===== src/design/gp_pkg.sv =====
// package: register map, field layout, reset values and codes for the gpio block
package gp_pkg;

  // ****************************************************************
  // geometry
  // ****************************************************************
  localparam int NUM_PORTS     = 4;    // four ports of eight pins, 32 pins
  localparam int PINS_PER_PORT = 8;
  localparam int NUM_PINS      = NUM_PORTS * PINS_PER_PORT;
  localparam int RUN_SLOTS     = 16;   // active-mode alternate function slots
  localparam int SLP_SLOTS     = 8;    // deep-sleep alternate function slots
  localparam int ADDR_W        = 8;

  // ****************************************************************
  // register offsets inside one port window (port base = port * 0x40)
  // ****************************************************************
  localparam logic [5:0] OFS_OUT_DATA  = 6'h00; // output data, rw
  localparam logic [5:0] OFS_PIN_STATE = 6'h04; // sampled pin levels, ro
  localparam logic [5:0] OFS_DRIVE     = 6'h08; // 3-bit drive mode per pin
  localparam logic [5:0] OFS_SLEW      = 6'h0C; // 1 = slow edges
  localparam logic [5:0] OFS_HOLD      = 6'h10; // 1 = freeze pin in sleep
  localparam logic [5:0] OFS_INT_EN    = 6'h14; // interrupt enable
  localparam logic [5:0] OFS_INT_FLAG  = 6'h18; // sticky flags, write 1 clears
  localparam logic [5:0] OFS_FUNC_LO   = 6'h1C; // function select, pins 0..3
  localparam logic [5:0] OFS_FUNC_HI   = 6'h20; // function select, pins 4..7

  // ****************************************************************
  // function select byte: [7:6] kind, [3:0] slot
  // ****************************************************************
  localparam int FSEL_KIND_POS = 6;
  localparam int FSEL_SLOT_POS = 0;
  localparam int FSEL_W        = 8;

  typedef enum logic [1:0] {
    GP_FN_GPIO   = 2'h0,
    GP_FN_ANALOG = 2'h1,
    GP_FN_ACTIVE = 2'h2,
    GP_FN_DEEP   = 2'h3
  } gp_fn_kind_t;

  typedef enum logic [2:0] {
    GP_DM_ANALOG    = 3'h0,
    GP_DM_INPUT     = 3'h1,
    GP_DM_WEAKUP    = 3'h2,
    GP_DM_WEAKDOWN  = 3'h3,
    GP_DM_OD_LOW    = 3'h4,
    GP_DM_OD_HIGH   = 3'h5,
    GP_DM_STRONG    = 3'h6,
    GP_DM_WEAK_BOTH = 3'h7
  } gp_drive_t;

  // ****************************************************************
  // reset values: every pin analog, buffers off
  // ****************************************************************
  localparam logic [7:0]  RST_OUT_DATA = 8'h00;
  localparam logic [23:0] RST_DRIVE    = 24'h00_0000;
  localparam logic [7:0]  RST_SLEW     = 8'h00;
  localparam logic [7:0]  RST_HOLD     = 8'h00;
  localparam logic [7:0]  RST_INT_EN   = 8'h00;
  localparam logic [31:0] RST_FUNC     = 32'h4040_4040;

  localparam logic [1:0] RESP_OKAY   = 2'h0;
  localparam logic [1:0] RESP_DECERR = 2'h3;

endpackage


===== src/design/gp_gpio_top.sv =====
// gpio block: 32 pins in four ports, drive modes, hold, slew, pin mux, irqs
// Functional notes
// - there are 32 pins grouped as four ports of eight, each port one unit.
// - each pin has eight drive modes from analog off through weak both ways.
// - a hold bit freezes the pin's drive while the system sleeps.
// - a slew bit per pin lets software slow the output edges.
// - each port has an output data register and a pin state register.
// - enabled pin events combine into one interrupt request per port.
// - after any reset every pin is analog with both buffers off.
// - a per-pin selector picks which peripheral or analog signal reaches it.
// - the selector offers analog, active slots and deep-sleep slots.
//
// Our own choices: the AXI4-Lite slave port and the register offsets.
`timescale 1ns/1ps
module gp_gpio_top
  import gp_pkg::*;
(
  input  wire logic                               clock,
  input  wire logic                               rst_b,
  input  wire logic [gp_pkg::ADDR_W-1:0]          s_axi_awaddr,
  input  wire logic                               s_axi_awvalid,
  output logic                                    s_axi_awready,
  input  wire logic [31:0]                        s_axi_wdata,
  input  wire logic [3:0]                         s_axi_wstrb,
  input  wire logic                               s_axi_wvalid,
  output logic                                    s_axi_wready,
  output logic [1:0]                              s_axi_bresp,
  output logic                                    s_axi_bvalid,
  input  wire logic                               s_axi_bready,
  input  wire logic [gp_pkg::ADDR_W-1:0]          s_axi_araddr,
  input  wire logic                               s_axi_arvalid,
  output logic                                    s_axi_arready,
  output logic [31:0]                             s_axi_rdata,
  output logic [1:0]                              s_axi_rresp,
  output logic                                    s_axi_rvalid,
  input  wire logic                               s_axi_rready,
  input  wire logic                               deep_sleep,
  input  wire logic [gp_pkg::NUM_PINS*gp_pkg::RUN_SLOTS-1:0] run_fn_out,
  input  wire logic [gp_pkg::NUM_PINS*gp_pkg::RUN_SLOTS-1:0] run_fn_oe,
  input  wire logic [gp_pkg::NUM_PINS*gp_pkg::SLP_SLOTS-1:0] slp_fn_out,
  input  wire logic [gp_pkg::NUM_PINS*gp_pkg::SLP_SLOTS-1:0] slp_fn_oe,
  output logic [gp_pkg::NUM_PINS-1:0]             fn_in,
  input  wire logic [gp_pkg::NUM_PINS-1:0]        pin_i,
  output logic [gp_pkg::NUM_PINS-1:0]             pin_o,
  output logic [gp_pkg::NUM_PINS-1:0]             pin_oe,
  output logic [gp_pkg::NUM_PINS-1:0]             pin_pull_up,
  output logic [gp_pkg::NUM_PINS-1:0]             pin_pull_down,
  output logic [gp_pkg::NUM_PINS-1:0]             pin_in_en,
  output logic [gp_pkg::NUM_PINS-1:0]             pin_analog_en,
  output logic [gp_pkg::NUM_PINS-1:0]             pin_slow_slew,
  output logic [gp_pkg::NUM_PORTS-1:0]            port_irq
);
  import gp_pkg::*;

  // ****************************************************************
  // storage
  // ****************************************************************
  logic [7:0]          out_ff     [NUM_PORTS];
  logic [23:0]         drive_ff   [NUM_PORTS];
  logic [7:0]          slew_ff    [NUM_PORTS];
  logic [7:0]          hold_ff    [NUM_PORTS];
  logic [7:0]          int_en_ff  [NUM_PORTS];
  logic [7:0]          flag_ff    [NUM_PORTS];
  logic [63:0]         func_ff    [NUM_PORTS];
  logic [NUM_PINS-1:0] sync1_ff;
  logic [NUM_PINS-1:0] sync2_ff;
  logic [NUM_PINS-1:0] sync3_ff;
  logic [NUM_PINS-1:0] state_ff;
  logic [NUM_PINS-1:0] nxt_state;
  logic                aw_ok_ff;
  logic                w_ok_ff;
  logic [ADDR_W-1:0]   waddr_ff;
  logic [31:0]         wdata_ff;
  logic [3:0]          wstrb_ff;
  logic                do_wr;
  logic [1:0]          wport;
  logic [5:0]          wofs;
  logic                wr_hit;
  logic [31:0]         rd_word;
  logic                rd_hit;

  // byte-lane merge of a write into an old word
  function automatic logic [31:0] merge(input logic [31:0] old,
                                        input logic [31:0] dat,
                                        input logic [3:0]  strb);
    logic [31:0] res;
    res = old;
    for (int k = 0; k < 4; k++) begin
      if (strb[k]) begin
        res[k*8 +: 8] = dat[k*8 +: 8];
      end
    end
    return res;
  endfunction

  // ****************************************************************
  // axi4-lite write channel
  // ****************************************************************
  assign do_wr  = aw_ok_ff && w_ok_ff && !s_axi_bvalid;
  assign wport  = waddr_ff[7:6];
  assign wofs   = waddr_ff[5:0];
  assign wr_hit = (waddr_ff[1:0] == 2'h0) && (wofs <= OFS_FUNC_HI);

  // address and data are taken in either order, response after both
  always_ff @(posedge clock or negedge rst_b) begin
    if (!rst_b) begin
      aw_ok_ff      <= 1'b0;
      w_ok_ff       <= 1'b0;
      s_axi_awready <= 1'b1;
      s_axi_wready  <= 1'b1;
      s_axi_bvalid  <= 1'b0;
      s_axi_bresp   <= RESP_OKAY;
      waddr_ff      <= '0;
      wdata_ff      <= 32'h0000_0000;
      wstrb_ff      <= 4'h0;
    end else begin
      if (s_axi_awvalid && s_axi_awready) begin
        aw_ok_ff      <= 1'b1;
        waddr_ff      <= s_axi_awaddr;
        s_axi_awready <= 1'b0;
      end
      if (s_axi_wvalid && s_axi_wready) begin
        w_ok_ff      <= 1'b1;
        wdata_ff     <= s_axi_wdata;
        wstrb_ff     <= s_axi_wstrb;
        s_axi_wready <= 1'b0;
      end
      if (do_wr) begin
        aw_ok_ff     <= 1'b0;
        w_ok_ff      <= 1'b0;
        s_axi_bvalid <= 1'b1;
        s_axi_bresp  <= wr_hit ? RESP_OKAY : RESP_DECERR;
      end
      if (s_axi_bvalid && s_axi_bready) begin
        s_axi_bvalid  <= 1'b0;
        s_axi_awready <= 1'b1;
        s_axi_wready  <= 1'b1;
      end
    end
  end

  // ****************************************************************
  // configuration registers, reset to analog with buffers off
  // ****************************************************************
  always_ff @(posedge clock or negedge rst_b) begin
    if (!rst_b) begin
      for (int p = 0; p < NUM_PORTS; p++) begin
        out_ff[p]    <= RST_OUT_DATA;
        drive_ff[p]  <= RST_DRIVE;
        slew_ff[p]   <= RST_SLEW;
        hold_ff[p]   <= RST_HOLD;
        int_en_ff[p] <= RST_INT_EN;
        func_ff[p]   <= {RST_FUNC, RST_FUNC};
      end
    end else if (do_wr) begin
      unique case (wofs)
        OFS_OUT_DATA: out_ff[wport] <=
          8'(merge({24'h00_0000, out_ff[wport]}, wdata_ff, wstrb_ff));
        OFS_DRIVE: drive_ff[wport] <=
          24'(merge({8'h00, drive_ff[wport]}, wdata_ff, wstrb_ff));
        OFS_SLEW: slew_ff[wport] <=
          8'(merge({24'h00_0000, slew_ff[wport]}, wdata_ff, wstrb_ff));
        OFS_HOLD: hold_ff[wport] <=
          8'(merge({24'h00_0000, hold_ff[wport]}, wdata_ff, wstrb_ff));
        OFS_INT_EN: int_en_ff[wport] <=
          8'(merge({24'h00_0000, int_en_ff[wport]}, wdata_ff, wstrb_ff));
        OFS_FUNC_LO: func_ff[wport][31:0] <=
          merge(func_ff[wport][31:0], wdata_ff, wstrb_ff);
        OFS_FUNC_HI: func_ff[wport][63:32] <=
          merge(func_ff[wport][63:32], wdata_ff, wstrb_ff);
        default: ;                                      // read-only, write-1-clear flags or unmapped
      endcase
    end
  end

  // ****************************************************************
  // axi4-lite read channel
  // ****************************************************************
  always_comb begin
    logic [1:0] rp;
    rp      = s_axi_araddr[7:6];
    rd_hit  = (s_axi_araddr[1:0] == 2'h0);
    rd_word = 32'h0000_0000;
    unique case (s_axi_araddr[5:0])
      OFS_OUT_DATA:  rd_word[7:0]  = out_ff[rp];
      OFS_PIN_STATE: rd_word[7:0]  = state_ff[rp*8 +: 8];
      OFS_DRIVE:     rd_word[23:0] = drive_ff[rp];
      OFS_SLEW:      rd_word[7:0]  = slew_ff[rp];
      OFS_HOLD:      rd_word[7:0]  = hold_ff[rp];
      OFS_INT_EN:    rd_word[7:0]  = int_en_ff[rp];
      OFS_INT_FLAG:  rd_word[7:0]  = flag_ff[rp];
      OFS_FUNC_LO:   rd_word       = func_ff[rp][31:0];
      OFS_FUNC_HI:   rd_word       = func_ff[rp][63:32];
      default:       rd_hit        = 1'b0;
    endcase
  end

  // one read at a time, answer registered one cycle after address
  always_ff @(posedge clock or negedge rst_b) begin
    if (!rst_b) begin
      s_axi_arready <= 1'b1;
      s_axi_rvalid  <= 1'b0;
      s_axi_rdata   <= 32'h0000_0000;
      s_axi_rresp   <= RESP_OKAY;
    end else if (s_axi_arvalid && s_axi_arready) begin
      s_axi_arready <= 1'b0;
      s_axi_rvalid  <= 1'b1;
      s_axi_rdata   <= rd_word;
      s_axi_rresp   <= rd_hit ? RESP_OKAY : RESP_DECERR;
    end else if (s_axi_rvalid && s_axi_rready) begin
      s_axi_rvalid  <= 1'b0;
      s_axi_arready <= 1'b1;
    end
  end

  // ****************************************************************
  // pin input sampling: three stages, accept when stages 2 and 3 agree
  // ****************************************************************
  always_comb begin
    for (int n = 0; n < NUM_PINS; n++) begin
      nxt_state[n] = state_ff[n];
      if (pin_in_en[n] && (sync2_ff[n] == sync3_ff[n])) begin
        nxt_state[n] = sync3_ff[n];
      end
    end
  end

  always_ff @(posedge clock or negedge rst_b) begin
    if (!rst_b) begin
      sync1_ff <= '0;
      sync2_ff <= '0;
      sync3_ff <= '0;
      state_ff <= '0;
      fn_in    <= '0;
    end else begin
      sync1_ff <= pin_i;
      sync2_ff <= sync1_ff;
      sync3_ff <= sync2_ff;
      state_ff <= nxt_state;
      fn_in    <= nxt_state;
    end
  end

  // ****************************************************************
  // sticky pin flags on any edge, set beats clear; port irq
  // ****************************************************************
  always_ff @(posedge clock or negedge rst_b) begin
    if (!rst_b) begin
      for (int p = 0; p < NUM_PORTS; p++) begin
        flag_ff[p] <= 8'h00;
      end
      port_irq <= '0;
    end else begin
      for (int p = 0; p < NUM_PORTS; p++) begin
        logic [7:0] clr;
        logic [7:0] set;
        clr = (do_wr && wofs == OFS_INT_FLAG && wport == 2'(p) && wstrb_ff[0])
              ? wdata_ff[7:0] : 8'h00;
        set = (nxt_state[p*8 +: 8] ^ state_ff[p*8 +: 8]) & int_en_ff[p];
        flag_ff[p]  <= (flag_ff[p] & ~clr) | set;
        port_irq[p] <= |(((flag_ff[p] & ~clr) | set) & int_en_ff[p]);
      end
    end
  end

  // ****************************************************************
  // per-pin mux and drive stage
  // ****************************************************************
  for (genvar i = 0; i < NUM_PINS; i++) begin : g_pin
    localparam int P = i / PINS_PER_PORT;
    localparam int B = i % PINS_PER_PORT;
    gp_fn_kind_t kind;
    gp_drive_t   mode;
    logic [3:0]  slot;
    logic        d;
    logic        en;
    logic        n_o, n_oe, n_pu, n_pd, n_ie, n_an;
    logic        o_ff, oe_ff, pu_ff, pd_ff, ie_ff, an_ff, sl_ff;

    assign kind = gp_fn_kind_t'(func_ff[P][B*FSEL_W+FSEL_KIND_POS +: 2]);
    assign slot = func_ff[P][B*FSEL_W+FSEL_SLOT_POS +: 4];
    assign mode = gp_drive_t'(drive_ff[P][B*3 +: 3]);

    // source selection by function kind
    always_comb begin
      unique case (kind)
        GP_FN_GPIO: begin
          d  = out_ff[P][B];
          en = 1'b1;
        end
        GP_FN_ACTIVE: begin                             // not driven in sleep
          d  = run_fn_out[i*RUN_SLOTS + int'(slot)];
          en = run_fn_oe[i*RUN_SLOTS + int'(slot)] && !deep_sleep;
        end
        GP_FN_DEEP: begin
          d  = slp_fn_out[i*SLP_SLOTS + int'(slot[2:0])];
          en = slp_fn_oe[i*SLP_SLOTS + int'(slot[2:0])];
        end
        GP_FN_ANALOG: begin
          d  = 1'b0;
          en = 1'b0;
        end
      endcase
    end

    // drive mode decode
    always_comb begin
      n_o  = d;
      n_oe = 1'b0;
      n_pu = 1'b0;
      n_pd = 1'b0;
      n_ie = (mode != GP_DM_ANALOG) && (kind != GP_FN_ANALOG);
      n_an = (mode == GP_DM_ANALOG) || (kind == GP_FN_ANALOG);
      unique case (mode)
        GP_DM_ANALOG, GP_DM_INPUT: ;
        GP_DM_WEAKUP: begin
          n_oe = en && !d;
          n_pu = en && d;
        end
        GP_DM_WEAKDOWN: begin
          n_oe = en && d;
          n_pd = en && !d;
        end
        GP_DM_OD_LOW:    n_oe = en && !d;
        GP_DM_OD_HIGH:   n_oe = en && d;
        GP_DM_STRONG:    n_oe = en;
        GP_DM_WEAK_BOTH: begin
          n_pu = en && d;
          n_pd = en && !d;
        end
      endcase
    end

    // output flops, frozen while held in sleep
    always_ff @(posedge clock or negedge rst_b) begin
      if (!rst_b) begin
        o_ff  <= 1'b0;
        oe_ff <= 1'b0;
        pu_ff <= 1'b0;
        pd_ff <= 1'b0;
        ie_ff <= 1'b0;
        an_ff <= 1'b1;
        sl_ff <= 1'b0;
      end else if (!(hold_ff[P][B] && deep_sleep)) begin
        o_ff  <= n_o;
        oe_ff <= n_oe;
        pu_ff <= n_pu;
        pd_ff <= n_pd;
        ie_ff <= n_ie;
        an_ff <= n_an;
        sl_ff <= slew_ff[P][B];
      end
    end

    assign pin_o[i]         = o_ff;
    assign pin_oe[i]        = oe_ff;
    assign pin_pull_up[i]   = pu_ff;
    assign pin_pull_down[i] = pd_ff;
    assign pin_in_en[i]     = ie_ff;
    assign pin_analog_en[i] = an_ff;
    assign pin_slow_slew[i] = sl_ff;
  end

endmodule


===== config.mk =====
export PLATFORM = sky130hd
export DESIGN_NAME = gp_gpio_top
export DESIGN_NICKNAME = d
export VERILOG_FILES = /design/src/design/gp_pkg.sv /design/src/design/gp_gpio_top.sv
export SDC_FILE = /design/constraint.sdc
export NUM_CORES = 2
export LEC_CHECK = 0
export BUFFER_PORTS_ARGS = -buffer_cell sky130_fd_sc_hd__buf_2
export CAP_MARGIN = 5
export CORE_AREA = 2 2 755 757
export CTS_CLUSTER_DIAMETER = 60
export CTS_CLUSTER_SIZE = 28
export DETAILED_ROUTE_END_ITERATION = 6
export DIE_AREA = 0 0 757 759
export PLACE_DENSITY = 0.3
export SYNTH_ARGS = -nofsm -noshare
export SYNTH_HDL_FRONTEND = slang
export SYNTH_SLANG_ARGS = --single-unit

===== constraint.sdc =====
create_clock -name clock -period 3.05 [get_ports clock]
set_input_delay 0.61 -clock clock [delete_from_list [all_inputs] [get_ports clock]]
set_output_delay 0.61 -clock clock [all_outputs]
set_load 0.03 [all_outputs]

==> flow_metrics.tcl <==
set metrics [dict create \
    outcome "finished clean" \
    r2r_end "g_pin[5].oe_ff" \
    max_stage_delay_ns 1.12 \
    ir_drop_uv 409.9 \
    clock-root-buffer "clkbuf_16" \
    drive_gt1_frac 0.4254 \
    cts_max_level 4 \
    internal_power_w 0.03677 \
    crit_slowest_cell "dfrtp_1" \
    die_area_um2 574600 \
    wl_per_cell_um 31.04 \
    dp_hpwl_mm 413.4 \
    cts_sinks 953 \
    fin_tns_setup_ns 0 \
    worstSetupPathType "register to output port" \
    cpLargestDelayFamily "flip-flops" \
    start_kind "register" \
    ant_nets 0 \
    setup_viol 0 \
    drc 0 \
    cts_tree "yes" \
    die_w_um 757 \
    p_seq_frac 0.327 \
    hp-class "input pin to register" \
    whs_endpoint "wdata_ff[15]" \
    synth.net_count 7606 \
    skew_ns 0.1105 \
    async_flop_share 1.000 \
    io_buffers 1928 \
    cts_buffers 184 \
    path_max_fanout 5 \
    synth_seq_cells 953 \
    synthesis.area_um2 61540 \
    syn_avg_cell_area_um2 10.29 \
    crit_path_cell_trace "buf_2" \
    cts_buffer_depth 4 \
    synth.area.top_cells "dfrtp_1 36%, mux4_2 12%, mux2i_1 10%, nand2_1 4.3%, mux2_2 4.1%" \
    fin_cells 15730 \
    wl_met1_mm 203.7 \
    synth_edf_count 0 \
    wirelength_mm 488.4 \
    post-place-ws_ns -0.3924 \
    power_frac_comb 0.320 \
    area_delta_synth_final_pct 45.23 \
    grt_max_degree 121 \
    fin_crit_sh 0.9681 \
    worstPathArrival_ns 2.34 \
    power.switching_w 0.02663 \
    dp.cells 15280 \
    ios 1929 \
    period_minus_slack_ns 2.953 \
    rsz0062_at_grt "false" \
    hp-start "s_axi_wdata[15]" \
    synth-seq-area-share 0.3889 \
    slew_headroom 0.1787 \
    setup_slack_ns 0.09740 \
    final_nets 9634 \
    clock_power_share 0.353 \
    r2r_setup_slack_ns 0.22 \
    critPathBufInv 1 \
    rr_startpoint "func_ff[232]" \
    core_um2 567000 \
    ys_types 78 \
    initial_core_util 0.1085 \
    track_usage 0.1635 \
    grt_first_pass_wirelength_mm 624.5 \
    required_ns 2.44 \
    cp-end-kind "output port" \
    dieHeight_um 759 \
    yosysTopAreaCell "dfrtp_1" \
    syn_inst 5978 \
    p_leak_nw 37.08 \
    rr_worst_depth 6 \
    drt-initial-drc-count 3618 \
    yosys.area.top_type_share 0.3603 \
    finalHoldViolCount 0 \
    worstMarginPinSlew_ns 1.198 \
    antenna_found_initial 119 \
    switching_share 0.4200 \
    cap_violations 0 \
    yosysWarnings 0 \
    worstSkewPairLatency_ns 0.93 \
    grt_remaining_overflow 0 \
    path_clk_slew_ns 0.06 \
    gp_congestion 0.8376 \
    dr_total_vias 58500 \
    final_max_slew_viol_count 0 \
    fmax_mhz 338.7 \
    routed.top_layer "met5" \
    dr_wl_met2_mm 247.2 \
    met3RoutedLength_mm 22.19 \
    hold_depth 2 \
    p_per_area_nw_per_um2 709.4 \
    grt_pass1_vias 61020 \
    synthFlopType "dfrtp_1" \
    avgViaCountPerCell 3.718 \
    row_count 277 \
    drt_pass1_iterations 5 \
    postCtsSetupRepairBufs 0 \
]
==> power by group through the flow <==
stage | Combinational [W] | Clock [W] | Sequential [W]
6_report | 0.0203 | 0.0224 | 0.0207
5_1_grt | 0.0220 | 0.0236 | 0.0211
4_1_cts | 0.0210 | 0.0231 | 0.0210
3_5_place_dp | 0.0208 | 0 | 0.0213
3_3_place_gp | 0.0209 | 0 | 0.0213
2_1_floorplan | 0.0126 | 0 | 0.0167
==> worst max-delay path by stage <==
stage,start,endpoint,cells past startpoint
after floorplan,s_axi_araddr[6],s_axi_rdata[28],7
after global placement,func_ff[241],g_pin[6].oe_ff,7
after detailed placement,func_ff[241],g_pin[6].oe_ff,7
after CTS,g_pin[14].ie_ff,pin_in_en[14],1
after global routing,func_ff[232],g_pin[5].oe_ff,6
final,g_pin[14].ie_ff,pin_in_en[14],1
==> stage by stage <==
step                      hold WS (ns)    util  total power, W  cell area [µm²]
after CTS                      0.04533  0.1574         0.06515            89270
final                           0.1056  0.1576         0.06340            89370
after detailed placement        0.3355  0.1445         0.04206            81930
after global routing           0.07578  0.1575         0.06670            89320
after floorplan                 0.3144       -         0.02930            61540
after global placement          0.3333  0.1445         0.04212            81930
==> flip-flops by register name (all words and copies together), names as in the netlist, 8 cells and up <==
| register | flops |
|---|---|
| waddr_ff | 8 |
| drive_ff | 96 |
| int_en_ff | 32 |
| slew_ff | 32 |
| sync2_ff | 32 |
| g_pin.oe_ff | 32 |
| g_pin.an_ff | 32 |
| g_pin.pd_ff | 32 |
| g_pin.o_ff | 32 |
| sync1_ff | 32 |
| g_pin.sl_ff | 32 |
| g_pin.ie_ff | 32 |
| s_axi_rdata | 32 |
| state_ff | 32 |
| flag_ff | 32 |
| g_pin.pu_ff | 32 |
| func_ff | 256 |
| sync3_ff | 32 |
| hold_ff | 32 |
| wdata_ff | 32 |
| out_ff | 32 |
==> layer usage <==
| metal | vias up | GRT usage |
|---|---|---|
| met3 | 403 | 0.02346 |
| met2 | 2128 | 0.2955 |
| met4 | 24 | 0.04620 |
| li1 | 26300 | - |
| met5 | - | 0 |
| met1 | 29650 | 0.2001 |
==> logic make-up (layout without fill, tap and decap cells) <==
group | count (synthesis) | count (layout) | synth area share
simple gates | 1759 | 1759 | 0.1348
compound gates | 1283 | 1283 | 0.1381
mux | 1192 | 1192 | 0.2672
flops | 953 | 953 | 0.3889
buf+inv | 742 | 2924 | 0.06402
xor+xnor | 49 | 49 | 0.006974
other cells | 0 | 41 | 0
==> layout make-up <==
type	instances	area [µm²]
Fill cell	64340	477600
Multi-Input combinational cell	4283	33910
Sequential cell	953	23970
Timing Repair Buffer	2479	14990
Tap cell	7533	9425
Clock buffer	216	4927
Clock inverter	124	1655
Inverter	105	396.6
Antenna cell	41	102.6
==> cells in the final DEF, fill, tap and decap left out, types with 47 or more instances in the layout <==
| cell type | count |
|---|---|
| nand2_1 | 688 |
| inv_1 | 103 |
| buf_4 | 398 |
| a22oi_1 | 200 |
| mux2_2 | 225 |
| nand2b_1 | 104 |
| dfrtp_1 | 862 |
| buf_2 | 1924 |
| a21oi_1 | 250 |
| nor2_1 | 359 |
| nand3b_1 | 55 |
| clkbuf_16 | 186 |
| mux4_2 | 338 |
| nand4_1 | 47 |
| a211oi_1 | 63 |
| and2_1 | 95 |
| buf_12 | 78 |
| nand3_1 | 176 |
| a31oi_1 | 137 |
| o21ai_0 | 290 |
| nor2b_1 | 79 |
| mux2i_1 | 629 |
| dlygate4sd3_1 | 75 |
| a32o_1 | 53 |
| dfstp_2 | 67 |
==> repair_timing <==
action / in CTS / in global routing
hold buffers: 75 / 0
hold endpoints to repair: 127 / 0
gates resized for setup: 3 / 0
setup endpoints to repair: 5 / 0
==> cell usage after synthesis (all sizes together) (14+ instances only) <==
library cell    n
a41oi          31
o31ai          20
nand3         176
nor2b          80
a41o           14
mux2          225
a22oi         201
xnor2          37
mux4          338
nand2b        104
mux2i         629
nand4          47
inv           105
and3           46
nand3b         56
a211oi         63
a31oi         137
a21oi         250
nor3           17
a22o           26
o21a           32
nand2         705
dfrtp         886
o21ai         306
and2          100
clkbuf        196
nor2          370
a32o           53
dfstp          67
buf           441
o311ai         17
nor3b          14
a31o           19
a221o          14
(Power assumes the default switching activity.)
